File: src/dcs_pkg.sv
// Constants, register map and carrier types of the converter clock-source controller
`default_nettype none

package dcs_pkg;

    // ==========================================================
    // Bus geometry
    // ==========================================================
    localparam int unsigned ADDR_W = 12;
    localparam int unsigned DATA_W = 32;

    // ==========================================================
    // Register indices (byte address is four times the index)
    // ==========================================================
    localparam logic [9:0] IDX_CLK_PWR   = 10'h080;
    localparam logic [9:0] IDX_PLL_CTRL  = 10'h083;
    localparam logic [9:0] IDX_PLL_STAT  = 10'h084;
    localparam logic [9:0] IDX_LOOP_DIV  = 10'h085;
    localparam logic [9:0] IDX_FILT_A    = 10'h087;
    localparam logic [9:0] IDX_FILT_B    = 10'h088;
    localparam logic [9:0] IDX_FILT_C    = 10'h089;
    localparam logic [9:0] IDX_CP_MAIN   = 10'h08A;
    localparam logic [9:0] IDX_VCO_DIV   = 10'h08B;
    localparam logic [9:0] IDX_REF_SEL   = 10'h08C;
    localparam logic [9:0] IDX_REGULATOR = 10'h08D;
    localparam logic [9:0] IDX_PLL_PWR   = 10'h1B0;
    localparam logic [9:0] IDX_CP_AUX_A  = 10'h1B9;
    localparam logic [9:0] IDX_VCO_CTL   = 10'h1BC;
    localparam logic [9:0] IDX_VCO_PWR   = 10'h1BE;
    localparam logic [9:0] IDX_VCO_CAL   = 10'h1BF;
    localparam logic [9:0] IDX_LOCK_LEN  = 10'h1C0;
    localparam logic [9:0] IDX_CP_AUX_B  = 10'h1C1;
    localparam logic [9:0] IDX_VARACTOR  = 10'h1C4;

    // Storage slots, one per register
    localparam int unsigned NSLOT = 19;
    localparam logic [4:0] SL_CLK_PWR   = 5'h00;
    localparam logic [4:0] SL_PLL_CTRL  = 5'h01;
    localparam logic [4:0] SL_PLL_STAT  = 5'h02;
    localparam logic [4:0] SL_LOOP_DIV  = 5'h03;
    localparam logic [4:0] SL_FILT_A    = 5'h04;
    localparam logic [4:0] SL_FILT_B    = 5'h05;
    localparam logic [4:0] SL_FILT_C    = 5'h06;
    localparam logic [4:0] SL_CP_MAIN   = 5'h07;
    localparam logic [4:0] SL_VCO_DIV   = 5'h08;
    localparam logic [4:0] SL_REF_SEL   = 5'h09;
    localparam logic [4:0] SL_REGULATOR = 5'h0A;
    localparam logic [4:0] SL_PLL_PWR   = 5'h0B;
    localparam logic [4:0] SL_CP_AUX_A  = 5'h0C;
    localparam logic [4:0] SL_VCO_CTL   = 5'h0D;
    localparam logic [4:0] SL_VCO_PWR   = 5'h0E;
    localparam logic [4:0] SL_VCO_CAL   = 5'h0F;
    localparam logic [4:0] SL_LOCK_LEN  = 5'h10;
    localparam logic [4:0] SL_CP_AUX_B  = 5'h11;
    localparam logic [4:0] SL_VARACTOR  = 5'h12;
    localparam logic [4:0] SL_NONE      = 5'h1F;

    // ==========================================================
    // Fields and reset values
    // ==========================================================
    localparam int unsigned PWR_CONV0_BIT   = 7;
    localparam int unsigned PWR_CONV1_BIT   = 6;
    localparam int unsigned PWR_DIGITAL_BIT = 5;
    localparam int unsigned PWR_LINK_BIT    = 4;
    localparam int unsigned PWR_RECV_BIT    = 3;
    localparam int unsigned PLL_EN_BIT      = 4;
    localparam int unsigned STAT_LOCK_BIT   = 1;
    localparam int unsigned STAT_CAL_BIT    = 5;
    localparam logic [7:0]  CLK_PWR_RESET   = 8'hF8;
    localparam logic [7:0]  REG_RESET       = 8'h00;
    localparam logic [2:0]  REF_CODE_MAX    = 3'h5;
    localparam logic [7:0]  CAL_REF_CYCLES  = 8'h40;

    // AXI4-Lite responses
    localparam logic [1:0] RESP_OKAY   = 2'h0;
    localparam logic [1:0] RESP_DECERR = 2'h3;

    // ==========================================================
    // Carrier types
    // ==========================================================
    typedef struct packed {
        logic [ADDR_W-1:0] awaddr;
        logic              awvalid;
        logic [DATA_W-1:0] wdata;
        logic [3:0]        wstrb;
        logic              wvalid;
        logic              bready;
        logic [ADDR_W-1:0] araddr;
        logic              arvalid;
        logic              rready;
    } dcs_axil_req_t;

    typedef struct packed {
        logic              awready;
        logic              wready;
        logic [1:0]        bresp;
        logic              bvalid;
        logic              arready;
        logic [DATA_W-1:0] rdata;
        logic [1:0]        rresp;
        logic              rvalid;
    } dcs_axil_rsp_t;

endpackage : dcs_pkg

`default_nettype wire

File: src/dcs_clock_ctrl.sv
// Clock-source selection, domain power and reference-path control with AXI4-Lite registers
`timescale 1ns/1ns
`default_nettype none

module dcs_clock_ctrl (
    input  wire logic                   CORE_CLK,
    input  wire logic                   RESET,
    input  wire dcs_pkg::dcs_axil_req_t S_AXI_REQ,
    output var  dcs_pkg::dcs_axil_rsp_t S_AXI_RSP,
    input  wire logic                   REF_CLK_IN,
    output var  logic [4:0]             CLK_DOMAIN_ON,
    output var  logic                   SAMPLE_FROM_PLL,
    output var  logic                   PHASE_DET_TICK,
    output var  logic                   PLL_CAL_DONE,
    output var  logic                   PLL_LOCKED,
    output var  logic [7:0]             LOOP_DIVIDE_RATIO,
    output var  logic [1:0]             VCO_OUTPUT_DIVIDER_CODE
);

    // ==========================================================
    // State
    // ==========================================================
    typedef struct packed {
        logic                                     aw_held;
        logic [dcs_pkg::ADDR_W-1:0]               aw_addr;
        logic                                     w_held;
        logic [dcs_pkg::DATA_W-1:0]               w_data;
        logic [3:0]                               w_strb;
        dcs_pkg::dcs_axil_rsp_t                   rsp;
        logic [dcs_pkg::NSLOT-1:0][7:0]           regs;
        logic                                     ref_s1;
        logic                                     ref_s2;
        logic                                     ref_d;
        logic [4:0]                               div_cnt;
        logic [2:0]                               div_code;
        logic                                     div_tick;
        logic                                     pll_en_d;
        logic [7:0]                               cal_cnt;
        logic                                     cal_done;
        logic [7:0]                               lock_cnt;
        logic                                     locked;
        logic [4:0]                               domain_on;
        logic                                     from_pll;
    } dcs_state_t;

    dcs_state_t state_r;
    dcs_state_t state_nxt;

    // ==========================================================
    // Helpers
    // ==========================================================
    // Byte address to storage slot; unmapped gives SL_NONE
    function automatic logic [4:0] slot_of(input logic [dcs_pkg::ADDR_W-1:0] addr);
        logic [9:0] idx;
        idx = addr[dcs_pkg::ADDR_W-1:2];
        case (idx)
            dcs_pkg::IDX_CLK_PWR:   slot_of = dcs_pkg::SL_CLK_PWR;
            dcs_pkg::IDX_PLL_CTRL:  slot_of = dcs_pkg::SL_PLL_CTRL;
            dcs_pkg::IDX_PLL_STAT:  slot_of = dcs_pkg::SL_PLL_STAT;
            dcs_pkg::IDX_LOOP_DIV:  slot_of = dcs_pkg::SL_LOOP_DIV;
            dcs_pkg::IDX_FILT_A:    slot_of = dcs_pkg::SL_FILT_A;
            dcs_pkg::IDX_FILT_B:    slot_of = dcs_pkg::SL_FILT_B;
            dcs_pkg::IDX_FILT_C:    slot_of = dcs_pkg::SL_FILT_C;
            dcs_pkg::IDX_CP_MAIN:   slot_of = dcs_pkg::SL_CP_MAIN;
            dcs_pkg::IDX_VCO_DIV:   slot_of = dcs_pkg::SL_VCO_DIV;
            dcs_pkg::IDX_REF_SEL:   slot_of = dcs_pkg::SL_REF_SEL;
            dcs_pkg::IDX_REGULATOR: slot_of = dcs_pkg::SL_REGULATOR;
            dcs_pkg::IDX_PLL_PWR:   slot_of = dcs_pkg::SL_PLL_PWR;
            dcs_pkg::IDX_CP_AUX_A:  slot_of = dcs_pkg::SL_CP_AUX_A;
            dcs_pkg::IDX_VCO_CTL:   slot_of = dcs_pkg::SL_VCO_CTL;
            dcs_pkg::IDX_VCO_PWR:   slot_of = dcs_pkg::SL_VCO_PWR;
            dcs_pkg::IDX_VCO_CAL:   slot_of = dcs_pkg::SL_VCO_CAL;
            dcs_pkg::IDX_LOCK_LEN:  slot_of = dcs_pkg::SL_LOCK_LEN;
            dcs_pkg::IDX_CP_AUX_B:  slot_of = dcs_pkg::SL_CP_AUX_B;
            dcs_pkg::IDX_VARACTOR:  slot_of = dcs_pkg::SL_VARACTOR;
            default:                slot_of = dcs_pkg::SL_NONE;
        endcase
    endfunction : slot_of

    // Divider terminal count from the log2 code; codes above 5 clamp to 31 (ratio 32)
    function automatic logic [4:0] ratio_last(input logic [2:0] code);
        logic [2:0] c;
        c = (code > dcs_pkg::REF_CODE_MAX) ? dcs_pkg::REF_CODE_MAX : code;
        ratio_last = 5'((6'h01 << c) - 6'h01);
    endfunction : ratio_last

    // ==========================================================
    // Next-state logic
    // ==========================================================
    always_comb begin
        logic [4:0] wslot;
        logic [4:0] rslot;
        logic       pll_en;
        logic       recv_on;
        logic       ref_rise;
        logic [7:0] lock_len;
        wslot     = slot_of(state_r.aw_addr);
        rslot     = slot_of(S_AXI_REQ.araddr);
        pll_en    = state_r.regs[dcs_pkg::SL_PLL_CTRL][dcs_pkg::PLL_EN_BIT];
        recv_on   = ~state_r.regs[dcs_pkg::SL_CLK_PWR][dcs_pkg::PWR_RECV_BIT];
        ref_rise  = state_r.ref_s2 & ~state_r.ref_d;
        lock_len  = state_r.regs[dcs_pkg::SL_LOCK_LEN];
        state_nxt = state_r;

        // Write address and data are caught independently, in either order
        if (state_r.rsp.awready && S_AXI_REQ.awvalid) begin
            state_nxt.aw_held = 1'b1;
            state_nxt.aw_addr = S_AXI_REQ.awaddr;
        end
        if (state_r.rsp.wready && S_AXI_REQ.wvalid) begin
            state_nxt.w_held = 1'b1;
            state_nxt.w_data = S_AXI_REQ.wdata;
            state_nxt.w_strb = S_AXI_REQ.wstrb;
        end
        if (state_r.rsp.bvalid && S_AXI_REQ.bready) begin
            state_nxt.rsp.bvalid = 1'b0;
        end

        // Commit a write once both halves are held and no response is pending
        if (state_r.aw_held && state_r.w_held && !state_r.rsp.bvalid) begin
            state_nxt.aw_held    = 1'b0;
            state_nxt.w_held     = 1'b0;
            state_nxt.rsp.bvalid = 1'b1;
            state_nxt.rsp.bresp  = (wslot == dcs_pkg::SL_NONE) ? dcs_pkg::RESP_DECERR : dcs_pkg::RESP_OKAY;
            // Status is read-only; only byte lane 0 carries register data
            if (wslot != dcs_pkg::SL_NONE && wslot != dcs_pkg::SL_PLL_STAT && state_r.w_strb[0]) begin
                state_nxt.regs[wslot] = state_r.w_data[7:0];
            end
        end

        // Read: one outstanding, answered the cycle after the address is taken
        if (state_r.rsp.rvalid && S_AXI_REQ.rready) begin
            state_nxt.rsp.rvalid = 1'b0;
        end
        if (state_r.rsp.arready && S_AXI_REQ.arvalid) begin
            state_nxt.rsp.rvalid = 1'b1;
            state_nxt.rsp.rdata  = '0;
            state_nxt.rsp.rresp  = dcs_pkg::RESP_OKAY;
            if (rslot == dcs_pkg::SL_NONE) begin
                state_nxt.rsp.rresp = dcs_pkg::RESP_DECERR;
            end else if (rslot == dcs_pkg::SL_PLL_STAT) begin
                state_nxt.rsp.rdata[dcs_pkg::STAT_LOCK_BIT] = state_r.locked;
                state_nxt.rsp.rdata[dcs_pkg::STAT_CAL_BIT]  = state_r.cal_done;
            end else begin
                state_nxt.rsp.rdata[7:0] = state_r.regs[rslot];
            end
        end

        // Ready flags registered so the outputs come straight from flops
        state_nxt.rsp.awready = !state_nxt.aw_held && !state_nxt.rsp.bvalid;
        state_nxt.rsp.wready  = !state_nxt.w_held && !state_nxt.rsp.bvalid;
        state_nxt.rsp.arready = !state_nxt.rsp.rvalid;

        // Reference pin synchroniser; edge detect reads only the second stage
        state_nxt.ref_s1 = REF_CLK_IN;
        state_nxt.ref_s2 = state_r.ref_s1;
        state_nxt.ref_d  = state_r.ref_s2;

        // Enable edge: divider code captured once, so later writes do not disturb a running loop
        state_nxt.pll_en_d = pll_en;
        state_nxt.div_tick = 1'b0;
        if (pll_en && !state_r.pll_en_d) begin
            state_nxt.div_code = state_r.regs[dcs_pkg::SL_REF_SEL][2:0];
            state_nxt.div_cnt  = '0;
            state_nxt.cal_cnt  = '0;
            state_nxt.lock_cnt = '0;
            state_nxt.locked   = 1'b0;
        end else if (!pll_en) begin
            state_nxt.locked = 1'b0;
        end else if (recv_on && ref_rise) begin
            // Reference divider; receiver must be powered for edges to arrive
            if (state_r.div_cnt >= ratio_last(state_r.div_code)) begin
                state_nxt.div_cnt  = '0;
                state_nxt.div_tick = 1'b1;
            end else begin
                state_nxt.div_cnt = state_r.div_cnt + 5'h01;
            end
        end

        // Calibration once at first start, kept for later starts; then lock count
        if (pll_en && state_r.pll_en_d && state_r.div_tick) begin
            if (!state_r.cal_done) begin
                state_nxt.cal_cnt = state_r.cal_cnt + 8'h01;
                if (state_nxt.cal_cnt == dcs_pkg::CAL_REF_CYCLES) begin
                    state_nxt.cal_done = 1'b1;
                end
            end else if (!state_r.locked) begin
                state_nxt.lock_cnt = state_r.lock_cnt + 8'h01;
                // A zero length still needs one detector period
                if (state_nxt.lock_cnt >= lock_len || lock_len == 8'h00) begin
                    state_nxt.locked = 1'b1;
                end
            end
        end

        // Domain power: cleared bit means running
        state_nxt.domain_on = ~state_r.regs[dcs_pkg::SL_CLK_PWR][7:3];

        // Source select follows the enable, not the lock
        state_nxt.from_pll = pll_en;
    end

    // ==========================================================
    // State register
    // ==========================================================
    always_ff @(posedge CORE_CLK) begin
        if (RESET) begin
            state_r                               <= '0;
            state_r.regs[dcs_pkg::SL_CLK_PWR]     <= dcs_pkg::CLK_PWR_RESET;
            state_r.rsp.awready                   <= 1'b1;
            state_r.rsp.wready                    <= 1'b1;
            state_r.rsp.arready                   <= 1'b1;
        end else begin
            state_r <= state_nxt;
        end
    end

    // ==========================================================
    // Outputs, all straight from state flops
    // ==========================================================
    assign S_AXI_RSP               = state_r.rsp;
    assign CLK_DOMAIN_ON           = state_r.domain_on;
    assign SAMPLE_FROM_PLL         = state_r.from_pll;
    assign PHASE_DET_TICK          = state_r.div_tick;
    assign PLL_CAL_DONE            = state_r.cal_done;
    assign PLL_LOCKED              = state_r.locked;
    assign LOOP_DIVIDE_RATIO       = state_r.regs[dcs_pkg::SL_LOOP_DIV];
    assign VCO_OUTPUT_DIVIDER_CODE = state_r.regs[dcs_pkg::SL_VCO_DIV][1:0];

endmodule : dcs_clock_ctrl

`default_nettype wire

File: config.mk
export PLATFORM = sky130hd
export DESIGN_NAME = dcs_clock_ctrl
export DESIGN_NICKNAME = d
export VERILOG_FILES = /design/src/dcs_pkg.sv /design/src/dcs_clock_ctrl.sv
export SDC_FILE = /design/constraint.sdc
export NUM_CORES = 1
export LEC_CHECK = 0
export ABC_CLOCK_PERIOD_IN_PS = 3400
export BUFFER_PORTS_ARGS = -buffer_cell sky130_fd_sc_hd__buf_2
export CELL_PAD_IN_SITES_DETAIL_PLACEMENT = 0
export CELL_PAD_IN_SITES_GLOBAL_PLACEMENT = 1
export CORE_UTILIZATION = 44
export CTS_CLUSTER_DIAMETER = 30
export CTS_CLUSTER_SIZE = 12
export DETAILED_ROUTE_END_ITERATION = 12
export MAX_ROUTING_LAYER = met4
export PLACE_DENSITY_LB_ADDON = 0.05
export SYNTH_ARGS = -nofsm -noshare
export SYNTH_HDL_FRONTEND = slang
export SYNTH_SLANG_ARGS = --single-unit
File: constraint.sdc
create_clock -name CORE_CLK -period 3.4 [get_ports CORE_CLK]
set_input_delay 0.34 -clock CORE_CLK [delete_from_list [all_inputs] [get_ports CORE_CLK]]
set_output_delay 0.34 -clock CORE_CLK [all_outputs]
set_load 0.005 [all_outputs]
==> qor.csv <==
stage;metric;value;unit
floorplan;IO Pins;128;
floorplan;die area;0.02639;mm2
worst_setup_path;CP arrival;3.47;ns
status;outcome;complete, no violations;
timing;Slew @ Worst Pin;1.194;ns
cells_and_area;Fill cells;2394;
logic_synthesis;library cells used by synthesis;83;
timing;Tcrit/Tclk final;88.91;%
clocking;Inserted Clock Buffers;58;
timing;final setup violation count;0;
global_routing;grt total ovfl;0;
worst_setup_path;critical path class;register to register;
detailed_routing;DRC;0;
hold_path;min-delay src;S_AXI_REQ[22];
detailed_routing;Via density;5.485;
pwr;PD cells;629.4;mW/mm2
place;placed insts;1721;
worst_setup_path;R2R Setup Slk;0.38;ns
place;Final Wtd Congestion;0.9216;
timing;Max Slew Vio Count;0;
worst_setup_path;CP required;3.84;ns
clocking;# clock sinks;224;
clocking;Hold Buf Count CTS;7;
timing;setup TNS;0;ns
cells_and_area;fin cells;1837;
logic_synthesis;Post-synth EDFFs;0;
floorplan;CORE AREA;0.02518;mm2
worst_setup_path;crit start category;register;
cells_and_area;P&R area growth vs syn;25.30;%
hold_path;WHS Path Cells;3;
floorplan;FP Rows;58;
detailed_routing;wirelength, routed;34.05;mm
clocking;number of buffers added for setup after CTS;0;
floorplan;Starting Density;44.98;%
worst_setup_path;Worst Setup End Kind;register;
cells_and_area;Ant. Diodes;0;
detailed_routing;vias;10080;
cells_and_area;Multi-input gate area;0.006095;mm2
detailed_routing;WL per Instance;18.54;um
logic_synthesis;cell count after synthesis;1370;
floorplan;die extent in x;162.4;um
logic_synthesis;Netlist Area Pre-Place;0.01133;mm2
clocking;Clock Latency Late Sink;0.58;ns
cells_and_area;register area;0.004484;mm2
clocking;CTS tree;built;
timing;RSZ-0062 raised after global routing;no;
cells_and_area;Final #Nets;1543;
timing;fin crit period;3.023;ns
logic_synthesis;asr flop ratio synth;0;%
worst_setup_path;worst reg-to-reg path cell count;9;
logic_synthesis;proportion of synthesized chip area in sequential cells;39.59;%
clocking;cells resized by post-CTS repair;0;
detailed_routing;Routed Antenna Nets;0;
logic_synthesis;synthesized area per cell;8.268;um2
clocking;clk buf depth;3;
clocking;CTS Root Cell;clkbuf_16;
cells_and_area;final core occ;56.36;%
timing;Hold Slack;0.01533;ns
pwr;peak supply drop;476.2;uV
worst_setup_path;R2R Path Start;state_r[277]$_SDFFE_PP0P_;
timing;slew margin rel.;20.31;%
global_routing;initial antenna violation count;0;
global_routing;all-layer global routing usage;26.66;%
job;total of max-cap violations;0;
logic_synthesis;Synth Warn #;0;
place;dpl hpwl;22.93;mm
clocking;# H-tree levels;2;
detailed_routing;DRT iter0 DRCs;810;
timing;Final Hold Fails;0;
hold_path;Hold EP;state_r[236]$_SDFFE_PP0P_;
pwr;standby leakage power;6.097;nW
detailed_routing;drt pass-1 iters;5;
worst_setup_path;Critical R2R Capture;VCO_OUTPUT_DIVIDER_CODE[1]$_SDFFE_PP0P_;
place;PortBufs;72;
global_routing;pin count of the biggest net entering global routing;143;
pwr;Power Total;0.008933;W
worst_setup_path;Worst Path Max Fanout;8;
logic_synthesis;top_reg_cell synth;dfxtp_1;
global_routing;first-pass GRT wire length;53.28;mm
timing;Max Fclk;0.3308;GHz
timing;Setup Skew;0.02765;ns
clocking;Reg clk slew, reported paths;0.05;ns
global_routing;vias in the first global route;9448;
logic_synthesis;#FFs+latches synth;224;
hold_path;hold crit path type;primary input to register;
cells_and_area;share of layout cells above drive strength 1;18.78;%
floorplan;chip height;162.4;um
-- layout by cell type (no fill, tap or decap), types with 44 or more instances in the layout --
master       n
clkbuf_16   58
nor2_1     181
buf_4       64
nand2_1    176
dfxtp_1    224
nand3_1     47
buf_2       71
o21ai_0     44
mux2i_1    136
a21oi_1    107
-- per-layer routing --
metal / share of wire (%) / track usage, % / vias to the layer above
li1: - / - / 4933
met1: 47 / 36.06 / 4761
met2: 45 / 40.58 / 326
met3: 5.9 / 4.558 / 56
met4: 2.1 / 7.762 / 0
met5: 0 / - / -
-- worst max-delay path, stage by stage, from the launching register on --
cell      delay, ns
dfxtp_1        0.36
and3b_1        0.32
nand2_1        0.21
o21ai_0        0.25
a22o_2         0.20
a21oi_1        0.07
nor3_1         0.60
o211ai_2       0.52
mux2i_1        0.30
nor2_1         0.06
-- power breakdown --
| group | total, W | switching (W) | internal, W |
|---|---|---|---|
| logic | 0.000335 | 0.000215 | 0.000120 |
| clock network | 0.00585 | 0.00179 | 0.00406 |
| registers | 0.00274 | 0.0000809 | 0.00266 |
-- sequential cells by signal, summed over array words and instances, names as in the netlist --
register,flops
PHASE_DET_TICK,1
PLL_LOCKED,1
state_r,187
VCO_OUTPUT_DIVIDER_CODE,2
state_nxt,3
CLK_DOMAIN_ON,5
SAMPLE_FROM_PLL,1
LOOP_DIVIDE_RATIO,8
S_AXI_RSP,15
PLL_CAL_DONE,1
-- layout make-up --
class | instances | share of cell area [%]
tap | 330 | 2.909
inverter | 21 | 0.5554
clock buffer | 67 | 10.75
timing repair buffer | 147 | 7.026
sequential | 224 | 31.60
clock inverter | 42 | 4.223
multi-input combinational | 1006 | 42.94
-- cells by family after synthesis --
kind of cell / count (synthesis) / synth area share [%]
fa+ha+maj: 17 / 1.878
buf+inv: 163 / 7.533
other cells: 1 / 0.03311
flops: 224 / 39.59
mux: 143 / 12.71
compound gates: 258 / 14.40
xor+xnor: 17 / 1.315
simple gates: 547 / 22.53
-- through the flow --
| stage | worst slack, ns | instance area, um2 |
|---|---|---|
| 2_1_floorplan | 0.6616 | 11410 |
| 3_3_place_gp | 0.2108 | 12000 |
| 3_5_place_dp | 0.1878 | 12000 |
| 4_1_cts | 0.3769 | 14190 |
| 5_1_grt | 0.06599 | 14190 |
| 6_report | 0.3770 | 14190 |
-- worst max path at each step --
| stage | end | slack, ns | from |
|---|---|---|---|
| 3_5_place_dp | S_AXI_RSP[7]$_SDFFE_PP0P_ | 0.19 | S_AXI_REQ[8] |
| 4_1_cts | state_r[87]$_SDFFE_PP0P_ | 0.38 | state_r[277]$_SDFFE_PP0P_ |
| 6_report | VCO_OUTPUT_DIVIDER_CODE[1]$_SDFFE_PP0P_ | 0.38 | state_r[277]$_SDFFE_PP0P_ |
| 5_1_grt | state_r[104]$_SDFFE_PP0P_ | 0.07 | state_r[277]$_SDFFE_PP0P_ |
| 3_3_place_gp | S_AXI_RSP[7]$_SDFFE_PP0P_ | 0.21 | S_AXI_REQ[8] |
| 2_1_floorplan | S_AXI_RSP[3]$_SDFFE_PP0P_ | 0.66 | S_AXI_REQ[9] |
-- cell usage after synthesis, drive strengths merged, types with 4 or more instances --
master,number,area share (%)
nand4,15,0.83
o31ai,4,0.27
and2,7,0.39
a31oi,14,0.77
dfxtp,224,40
or3,7,0.39
o221ai,9,0.70
a211oi,7,0.46
and3,9,0.50
xnor2,8,0.62
mux2i,136,12
buf,82,4.8
clkbuf,60,2.0
inv,20,0.66
o21a,5,0.33
nor3,25,1.1
a21o,10,0.66
ha,17,1.9
nor2,187,6.4
o2111ai,5,0.39
o211ai,7,0.64
xor2,9,0.70
or2,4,0.22
o21ai,48,2.2
nand3b,6,0.40
a221oi,4,0.31
a21oi,107,4.7
and3b,4,0.31
nor4,12,0.85
nand2b,9,0.50
mux2,7,0.70
nand3,49,2.3
nor3b,6,0.40
nor2b,18,0.99
nand2,178,5.9
No activity file was read; power rests on OpenSTA's default activity.
